--- src/pkg/serdes_lane3_params.svh ---
// Constants of the lane 3 SerDes configuration register bank.
`ifndef SERDES_LANE3_PARAMS_SVH
`define SERDES_LANE3_PARAMS_SVH

`define LANE_PORTS         4
`define CFG_PORT0_ADDR     32'h0001_30BC
`define CFG_PORT2_ADDR     32'h0001_32BC
`define CFG_PORT4_ADDR     32'h0001_34BC
`define CFG_PORT6_ADDR     32'h0001_36BC
`define CFG_RESET          32'h043C_E513

// Positions below are counted from the LSB; field bit n sits at 31-n.
`define HALF_RATE_BIT      31
`define RECALC_BIT         30
`define SPARE_HI           29
`define SPARE_LO           24
`define ZERO_BIT           23
`define TX_POWER_HI        22
`define TX_POWER_LO        20
`define TX_BOOST_HI        19
`define TX_BOOST_LO        16
`define RX_PLL_POWER_BIT   15
`define RX_ENABLE_BIT      14
`define DPLL_CLEAR_BIT     13
`define EQ_LEVEL_HI        10
`define EQ_LEVEL_LO        8
`define DPLL_SEL_HI        7
`define DPLL_SEL_LO        5
`define TX_DOMAIN_CLK_BIT  4
`define LOSS_FILTER_HI     3
`define LOSS_FILTER_LO     2
`define WORD_ALIGN_BIT     1

`define GUARDED_MASK       32'h8070_C000
`define ZERO_MASK          32'h0080_0000

`endif

--- src/pkg/serdes_lane3_pkg.sv ---
// Types shared by the lane 3 SerDes configuration register bank.
package serdes_lane3_pkg;

   typedef struct packed {
      logic        psel;
      logic        penable;
      logic        pwrite;
      logic [31:0] paddr;
      logic [31:0] pwdata;
      logic [3:0]  pstrb;
   } apb_req_t;

   typedef struct packed {
      logic [31:0] prdata;
      logic        pready;
      logic        pslverr;
   } apb_rsp_t;

   typedef struct packed {
      logic       half_rate;
      logic       tx_recalc_trigger;
      logic       dpll_freq_clear;
      logic [2:0] tx_power;
      logic [3:0] tx_boost;
      logic       rx_pll_power;
      logic       rx_out_enable;
      logic [2:0] rx_equalizer_level;
      logic [2:0] rx_dpll_select;
      logic       tx_domain_clock_on;
      logic [1:0] signal_loss_filter;
      logic       word_align_on;
   } lane_ctrl_t;

   typedef enum logic [0:0] {
      BUS_IDLE   = 1'b0,
      BUS_ANSWER = 1'b1
   } bus_phase_t;

endpackage

--- src/design/pin_sync3.sv ---
// Three-stage pin synchroniser with agreement filter.
`timescale 1ns/1ps
`default_nettype none

module pin_sync3 (
   input  wire logic       pclk,
   input  wire logic       presetn,
   input  wire logic       pce,
   input  wire logic [3:0] pin_in,
   output var  logic [3:0] level_out
);

   typedef struct packed {
      logic [3:0] s1;
      logic [3:0] s2;
      logic [3:0] s3;
      logic [3:0] level;
   } sync_state_t;

   sync_state_t q;
   sync_state_t d;

   // --------------------------------------------------------------
   // Next state
   // --------------------------------------------------------------
   // The first stage feeds only the second; the level moves only
   // when the two later stages agree, which hides a metastable hop.
   always_comb begin
      d = q;
      if (pce) begin
         d.s1 = pin_in;
         d.s2 = q.s1;
         d.s3 = q.s2;
         for (int i = 0; i < 4; i++) begin
            if (q.s2[i] == q.s3[i]) begin
               d.level[i] = q.s2[i];
            end
         end
      end
   end

   always_ff @(posedge pclk or negedge presetn) begin
      if (!presetn) begin
         q <= '0;
      end else begin
         q <= d;
      end
   end

   assign level_out = q.level;

endmodule // pin_sync3

`default_nettype wire

--- src/design/serdes_lane3_cfg.sv ---
// APB register bank for lane 3 SerDes configuration of four ports.
`timescale 1ns/1ps
`default_nettype none
`include "serdes_lane3_params.svh"

module serdes_lane3_cfg
   import serdes_lane3_pkg::*;
(
   input  wire logic             pclk,
   input  wire logic             presetn,
   input  wire logic             pce,
   input  wire apb_req_t         apb_req,
   output var  apb_rsp_t         apb_rsp,
   input  wire logic [3:0]       init_override,
   input  wire logic [3:0]       speed_half_rate,
   input  wire logic [3:0]       rx_pll_locked_pin,
   output var  lane_ctrl_t [3:0] lane_ctrl
);

   typedef struct packed {
      bus_phase_t             phase;
      apb_rsp_t               rsp;
      logic [3:0][31:0]       cfg;
      lane_ctrl_t [3:0]       ctrl;
   } bank_state_t;

   bank_state_t q;
   bank_state_t d;
   logic [3:0]  pll_locked;

   // --------------------------------------------------------------
   // Lock indication crossing
   // --------------------------------------------------------------
   pin_sync3 u_lock_sync (
      .pclk      (pclk),
      .presetn   (presetn),
      .pce       (pce),
      .pin_in    (rx_pll_locked_pin),
      .level_out (pll_locked)
   );

   // --------------------------------------------------------------
   // Helpers
   // --------------------------------------------------------------
   // Returns a one-hot port select; zero means unmapped.
   function automatic logic [3:0] decode_port(input logic [31:0] addr);
      logic [3:0] sel;
      sel = 4'h0;
      case (addr)
         `CFG_PORT0_ADDR: sel = 4'h1;
         `CFG_PORT2_ADDR: sel = 4'h2;
         `CFG_PORT4_ADDR: sel = 4'h4;
         `CFG_PORT6_ADDR: sel = 4'h8;
         default:         sel = 4'h0;
      endcase
      return sel;
   endfunction

   function automatic logic [31:0] lane_mask(input logic [3:0] strb);
      logic [31:0] m;
      m = '0;
      for (int b = 0; b < 4; b++) begin
         m[b*8 +: 8] = {8{strb[b]}};
      end
      return m;
   endfunction

   // Software view of one register; the zero bit never reads back.
   function automatic logic [31:0] read_view(input logic [31:0] r);
      return r & ~`ZERO_MASK;
   endfunction

   // Merge a write into a stored word, honouring byte strobes and
   // the fields that only the override opens to software.
   function automatic logic [31:0] merge_write(
      input logic [31:0] old_v,
      input logic [31:0] wdata,
      input logic [3:0]  strb,
      input logic        override
   );
      logic [31:0] m;
      m = lane_mask(strb);
      if (!override) begin
         m = m & ~`GUARDED_MASK;
      end
      m = m & ~`ZERO_MASK;
      return (old_v & ~m) | (wdata & m);
   endfunction

   // Field view for the analog lane; the recalc and DPLL clear bits each give one rising-edge pulse.
   function automatic lane_ctrl_t build_ctrl(
      input logic [31:0] now_v,
      input logic [31:0] was_v,
      input logic        locked
   );
      lane_ctrl_t c;
      c = '0;
      c.half_rate          = now_v[`HALF_RATE_BIT];
      c.tx_recalc_trigger  = now_v[`RECALC_BIT] &
                             ~was_v[`RECALC_BIT];
      c.dpll_freq_clear    = now_v[`DPLL_CLEAR_BIT] &
                             ~was_v[`DPLL_CLEAR_BIT];
      c.tx_power           = now_v[`TX_POWER_HI:`TX_POWER_LO];
      c.tx_boost           = now_v[`TX_BOOST_HI:`TX_BOOST_LO];
      c.rx_pll_power       = now_v[`RX_PLL_POWER_BIT];
      c.rx_out_enable      = now_v[`RX_ENABLE_BIT] &
                             now_v[`RX_PLL_POWER_BIT] &
                             locked;
      c.rx_equalizer_level = now_v[`EQ_LEVEL_HI:`EQ_LEVEL_LO];
      c.rx_dpll_select     = now_v[`DPLL_SEL_HI:`DPLL_SEL_LO];
      c.tx_domain_clock_on = now_v[`TX_DOMAIN_CLK_BIT];
      c.signal_loss_filter =
         now_v[`LOSS_FILTER_HI:`LOSS_FILTER_LO];
      c.word_align_on      = now_v[`WORD_ALIGN_BIT];
      return c;
   endfunction

   // --------------------------------------------------------------
   // Next state
   // --------------------------------------------------------------
   // Every access answers in the second access cycle, so pready and
   // prdata can both come from flip-flops.
   always_comb begin
      logic [3:0] sel;
      logic       access;
      sel    = 4'h0;
      access = 1'b0;
      d      = q;
      if (pce) begin
         sel    = decode_port(apb_req.paddr);
         access = apb_req.psel & apb_req.penable;
         d.rsp.pready  = 1'b0;
         d.rsp.pslverr = 1'b0;
         d.rsp.prdata  = '0;
         case (q.phase)
            BUS_IDLE: begin
               if (access) begin
                  d.phase       = BUS_ANSWER;
                  d.rsp.pready  = 1'b1;
                  d.rsp.pslverr = (sel == 4'h0);
                  for (int p = 0; p < `LANE_PORTS; p++) begin
                     if (sel[p] && !apb_req.pwrite) begin
                        d.rsp.prdata = read_view(q.cfg[p]);
                     end
                  end
               end
            end
            BUS_ANSWER: begin
               // The write lands on the edge that sees pready high.
               d.phase = BUS_IDLE;
               if (access && apb_req.pwrite) begin
                  for (int p = 0; p < `LANE_PORTS; p++) begin
                     if (sel[p]) begin
                        d.cfg[p] = merge_write(q.cfg[p],
                                               apb_req.pwdata,
                                               apb_req.pstrb,
                                               init_override[p]);
                     end
                  end
               end
            end
            default: begin
               d.phase = BUS_IDLE;
            end
         endcase
         // Without override the rate bit tracks the speed divider, so
         // a stray write cannot leave lane and PLL disagreeing.
         for (int p = 0; p < `LANE_PORTS; p++) begin
            if (!init_override[p]) begin
               d.cfg[p][`HALF_RATE_BIT] = speed_half_rate[p];
            end
            d.ctrl[p] = build_ctrl(d.cfg[p], q.cfg[p], pll_locked[p]);
         end
      end
   end

   // --------------------------------------------------------------
   // State register
   // --------------------------------------------------------------
   always_ff @(posedge pclk or negedge presetn) begin
      if (!presetn) begin
         q.phase <= BUS_IDLE;
         q.rsp   <= '0;
         for (int p = 0; p < `LANE_PORTS; p++) begin
            q.cfg[p]  <= `CFG_RESET;
            q.ctrl[p] <= '0;
         end
      end else begin
         q <= d;
      end
   end

   assign apb_rsp   = q.rsp;
   assign lane_ctrl = q.ctrl;

endmodule // serdes_lane3_cfg

`default_nettype wire

--- config.mk ---
export PLATFORM = sky130hd
export DESIGN_NAME = serdes_lane3_cfg
export DESIGN_NICKNAME = d
export VERILOG_FILES = /design/src/pkg/serdes_lane3_pkg.sv /design/src/design/pin_sync3.sv /design/src/design/serdes_lane3_cfg.sv
export VERILOG_INCLUDE_DIRS = /design/src /design/src/pkg
export SDC_FILE = /design/constraint.sdc
export NUM_CORES = 1
export LEC_CHECK = 0
export BUFFER_PORTS_ARGS = -buffer_cell sky130_fd_sc_hd__buf_2
export CORE_ASPECT_RATIO = 1.25
export CORE_MARGIN = 4
export CORE_UTILIZATION = 50
export CTS_CLUSTER_DIAMETER = 40
export DETAILED_ROUTE_END_ITERATION = 7
export GPL_ROUTABILITY_DRIVEN = 0
export PLACE_DENSITY = 0.73
export SYNTH_ARGS = -nofsm -noshare
export SYNTH_HDL_FRONTEND = slang
export SYNTH_HIERARCHICAL = 1
export SYNTH_SLANG_ARGS = --single-unit
--- constraint.sdc ---
create_clock -name pclk -period 3 [get_ports pclk]
set_input_delay 0.75 -clock pclk [delete_from_list [all_inputs] [get_ports pclk]]
set_output_delay 0.75 -clock pclk [all_outputs]
set_load 0.01 [all_outputs]
======== Word level (Yosys, flattened, before mapping) ========
Index checks and enable logic that the tools add are counted.
W data, S select, Z words.
word-level totals
  output and inout port bits .............. 122
  flip-flop bits (word level) ............. 267
  input bits .............................. 86
cells by class
  equality and inequality tests ........... 14
  reduce and logical (&&, ||, !) cells .... 15
  bitwise logic cells ..................... 42
  muxes and demuxes ....................... 40
operator list
  kind                    number
  $mux W32                28
  $mux W128               3
  $and A32 B32 Y32        8
  $eq A32 B17 Y1 const B  4
  $not A32 Y32            4
  $or A32 B32 Y32         4
  $mux W35                1
  $mux W34                1
  $and A1 B1 Y1           17
  $pmux W4 S4             1
  $reduce_and A4 Y1       4
  $ne A2 B1 Y1 const B    6
  $not A1 Y1              9
  $reduce_and A2 Y1       4
  $logic_and A1 B1 Y1     5
  $eq A1 B1 Y1            4
  $logic_not A4 Y1        1
  $mux W1                 4
  $mux W4                 1
  $pmux W1 S2             1
  $logic_not A1 Y1        1

======== Longest topological paths before layout ========
  word-level depth ........................ 16
  mapped depth ............................ 8
  gate-level depth less buffers ........... 5

======== Cells and area by module ========
Netlist, hierarchy kept.
modules (own cells, without submodules)
  module            cells each  instances  area each (um^2)
  serdes_lane3_cfg  868         1          10,532.6
  pin_sync3         50          1          671.9

======== Worst setup path before layout ========
No wires, ideal clock.
  path kind ............................... input port to flip-flop
  from .................................... input apb_req[44] in the netlist's numbering
  to ...................................... register with a tool-made name
  arrival time ............................ 2.606 ns
  setup slack ............................. 0.269 ns
  stages on the path ...................... 5
  cell sequence ........................... or4b_1 -> or4_1 -> buf_6 -> nor3_4 -> mux2_2
RTL lines
  what             RTL line                source
  start, declared  serdes_lane3_cfg.sv:12  input wire apb_req_t apb_req,

======== Worst setup path in the final report ========
  from .................................... input apb_req[44] in the netlist's numbering
  to ...................................... register q[132] in the netlist's numbering
on the way
  cells in the longest elaborated chain, start to end .. 5
  elaborated cells between the ends (all ways) .. 8
  those cells by class .................... eq/ne (5); mux (2); reduce/logical (1)
RTL lines
  what                             RTL line                 source
  $eq A32 B17 Y1                   serdes_lane3_cfg.sv:49   case (addr)
  $pmux W4 S4 (*)                  serdes_lane3_cfg.sv:49
  $mux W4 (*)                      serdes_lane3_cfg.sv:129  if (pce) begin
  $ne A2 B1 Y1 (no line) (*)       n/a
  $reduce_and A4 Y1 (no line) (*)  n/a
  end, declared                    serdes_lane3_cfg.sv:27   bank_state_t q;
Mark *: on every way between the ends. The rest lies on a longest branch, timed or not. The select of a mux whose other input is x is not followed.
A chain may end at the register's enable or synchronous reset.

==> reports/metrics.yaml <==
run_status:
  status: "finished, final reports clean"
drt:
  drt_first_pass_iters: 5
  route.detailed.drc: 0
  ant_nets: 0
  wire_per_inst_microns: 20.35
  via_per_inst: 5.607
  drt-total-wl_microns: 27520
  drt-initial-drc-count: 426
  via_count: 7581
sta:
  period_share: 0.8158
  slew_violations: 0
  fmax_mhz: 408.6
  max_slew_margin: 0.4909
  rsz0062_at_grt: "false"
  post-route-min-period_ps: 2447
  tightest_slew_ps: 762.8
  setup_viol: 0
  finalHoldViolCount: 0
  fin_tns_setup_ps: 0
  setup_ws_ps: 552.6
  skew_ps: 12.38
yosys:
  synthMostInstantiatedCell: "dfrtp_1"
  synth.cell_area_sq_um: 11200
  yosysWarningCount: 6
  yosysTopAreaCell: "dfrtp_1"
  syn_nets: 1004
  yosys.area.top_type_share: 0.3774
  syn_area_per_cell_sq_um: 12.21
  synthArstFlopShare: 1.000
  ys_ff_latch: 221
  synth_area_leaders: "dfrtp_1 (38%), mux2_2 (13%), dfstp_2 (12%), buf_4 (8.5%), mux4_2 (6.2%)"
  synth.distinct_cells: 50
  synth_common_cells: "dfrtp_1 (169), mux2_2 (130), buf_4 (127)"
  synth_edf_count: 0
  synth_ff_type: "dfrtp_1"
  netlist_instances: 918
  seq_area_frac_synth: 0.4994
finish:
  fill_cells: 1821
  final_nets: 1133
  regArea_sq_um: 5595
  fin_area_sq_um: 13130
  multi_input_area_sq_um: 4275
  drive_above_1_share: 0.5145
  layout.cells.non_filler: 1352
  area_growth_syn_to_layout_pct: 17.16
  diodes: 0
worst_setup_path:
  cp_top_family: "simple AND/OR/NAND/NOR gates"
  cp_slowest_cell: "or4_1"
  cpPeakStageDelay_ps: 530
  crit_top_cell: "buf_4"
  cp_cell_sequence: "buf_2, or4b_1, or4_1, buf_4, nor3_4, buf_4, mux2_2"
  end_kind: "flip-flop"
  arrival_ps: 2860
  crit_buf_inv: 3
  cp_max_fo: 7
  start_kind: "input pin"
  required_ps: 3410
  crit_type: "in2reg"
floorplan:
  start_util: 0.5062
  rows: 61
  ios: 208
  die_w_microns: 141.9
  coreArea_sq_um: 22130
  die-area_sq_um: 24880
  die_y_microns: 175.4
clock_network:
  postCtsHoldBufs: 0
  htreeDepth: 1
  cts_buffers: 29
  clock-sinks: 221
  clock_path_buffers: 3
  clk_latency_ps: 530
  cts_root_buf: "clkbuf_16"
  post-cts-setup-buffers: 0
  cts_tree: "done"
  path_clk_slew_ps: 60
  cts_resized: 0
power_and_ir_drop:
  seqPwrFrac: 0.425
  swShare: 0.2415
  intPower_uw: 5596
  powerDensity_nw_per_um2: 562.0
  combPwrFrac: 0.064
  peakVddDrop_v: 0.0004321
  total_leakage_power_uw: 0.006084
  clock_power_share: 0.511
  p_switching_uw: 1782
global_route:
  grtUsageTotal: 0.2205
  grt_pass1_wl_microns: 43810
  grt_pass1_vias: 7921
  grt-ovfl-total: 0
  antenna_found_initial: 3
  grt_max_degree: 76
flow_run:
  drv_cap: 0
place:
  pre_cts_slack_ps: 1.453
  io_buffers: 205
  hpwl_microns: 19780
  placed_cells: 1299
  dpl-instance-area_sq_um: 12060
min_path:
  worst_hold_path_type: "in2async"
## layout by cell type (no fill, tap or decap), types with 3 or more instances in the layout
cell          n
buf_2       203
dfrtp_1     169
mux2_2      130
buf_4        56
dfstp_2      52
inv_1        50
nor2_1       37
o2bb2ai_1    34
mux4_2       31
clkbuf_16    29
a21oi_1      28
nand2_1      26
mux2i_1      25
o21ai_0      21
nor4_1       18
nand4_1      15
a31oi_1      12
or3_1        11
nand3_1      10
buf_12       10
nor3_1        9
o32ai_1       9
nor3_4        7
bufinv_16     6
nor4b_1       5
inv_8         5
a21o_1        4
nand4b_1      4
clkinvlp_4    4
inv_6         4
nand2b_1      4
and3_1        3
nor4_2        3
a22o_1        3
nor3_2        3
and4b_1       3
## worst reg2reg max path, cell delays in order, from the launching register on
cell	delay [ps]
dfrtp_1	380
nand4_1	200
or3_1	520
buf_4	230
nor4_1	320
buf_4	200
mux2i_1	190
a21oi_1	80
## power by group through the flow
stage | Clock, uW | Sequential [uW] | Combinational [uW]
3_5_place_dp | 0 | 3190 | 475
3_3_place_gp | 0 | 3180 | 464
5_1_grt | 3950 | 3150 | 524
6_report | 3770 | 3140 | 472
4_1_cts | 3820 | 3140 | 478
2_1_floorplan | 0 | 3160 | 308
## logic make-up after synthesis
group                  after synthesis  synth area share
buffers and inverters              222            0.1190
AND/OR/NAND/NOR                    169           0.09246
AO/OA/AOI/OAI                      119           0.07348
multiplexers                       186            0.2153
other                                1         0.0003347
flip-flops                         221            0.4994
## routing by layer
metal	vias up	track usage	wire length, microns
li1	3469	-	-
met5	-	0	36
met1	3786	0.2957	11170
met4	6	0.05080	634
met3	53	0.03404	1775
met2	267	0.3792	13900
## per-stage QoR
step / hold slack [ps] / total power (uW) / util
after global routing: 260.7 / 7622 / 0.5931
after detailed placement: 467.2 / 3662 / 0.5450
after CTS: 247.6 / 7436 / 0.5931
after global placement: 458.9 / 3646 / 0.5450
after floorplan: 453.3 / 3470 / -
final: 218.7 / 7378 / 0.5931
## layout make-up
cell class	instances	area share
multi-input cells	475	0.3257
flip-flops and latches	221	0.4262
well taps	283	0.02697
inverters	50	0.01430
clock buffers	31	0.05585
repair buffers	270	0.1257
clock inverters	22	0.02526
## final timing paths
check | end | cells past startpoint | slack (ps) | start
setup / recovery | q[132] | 7 | 550 | apb_req[44]
hold / removal | apb_rsp[8] | 1 | 220 | presetn
setup reg to reg | lane_ctrl[3] | 7 | 760 | q[250]
hold reg to reg | lane_ctrl[11] | 1 | 480 | lane_ctrl[11]
max in group asynchronous | q[197] | 2 | 1920 | presetn
min in group pclk | u_lock_sync/q[14] | 2 | 450 | rx_pll_locked_pin[2]
Note: power is estimated with default switching activity, not from simulation.
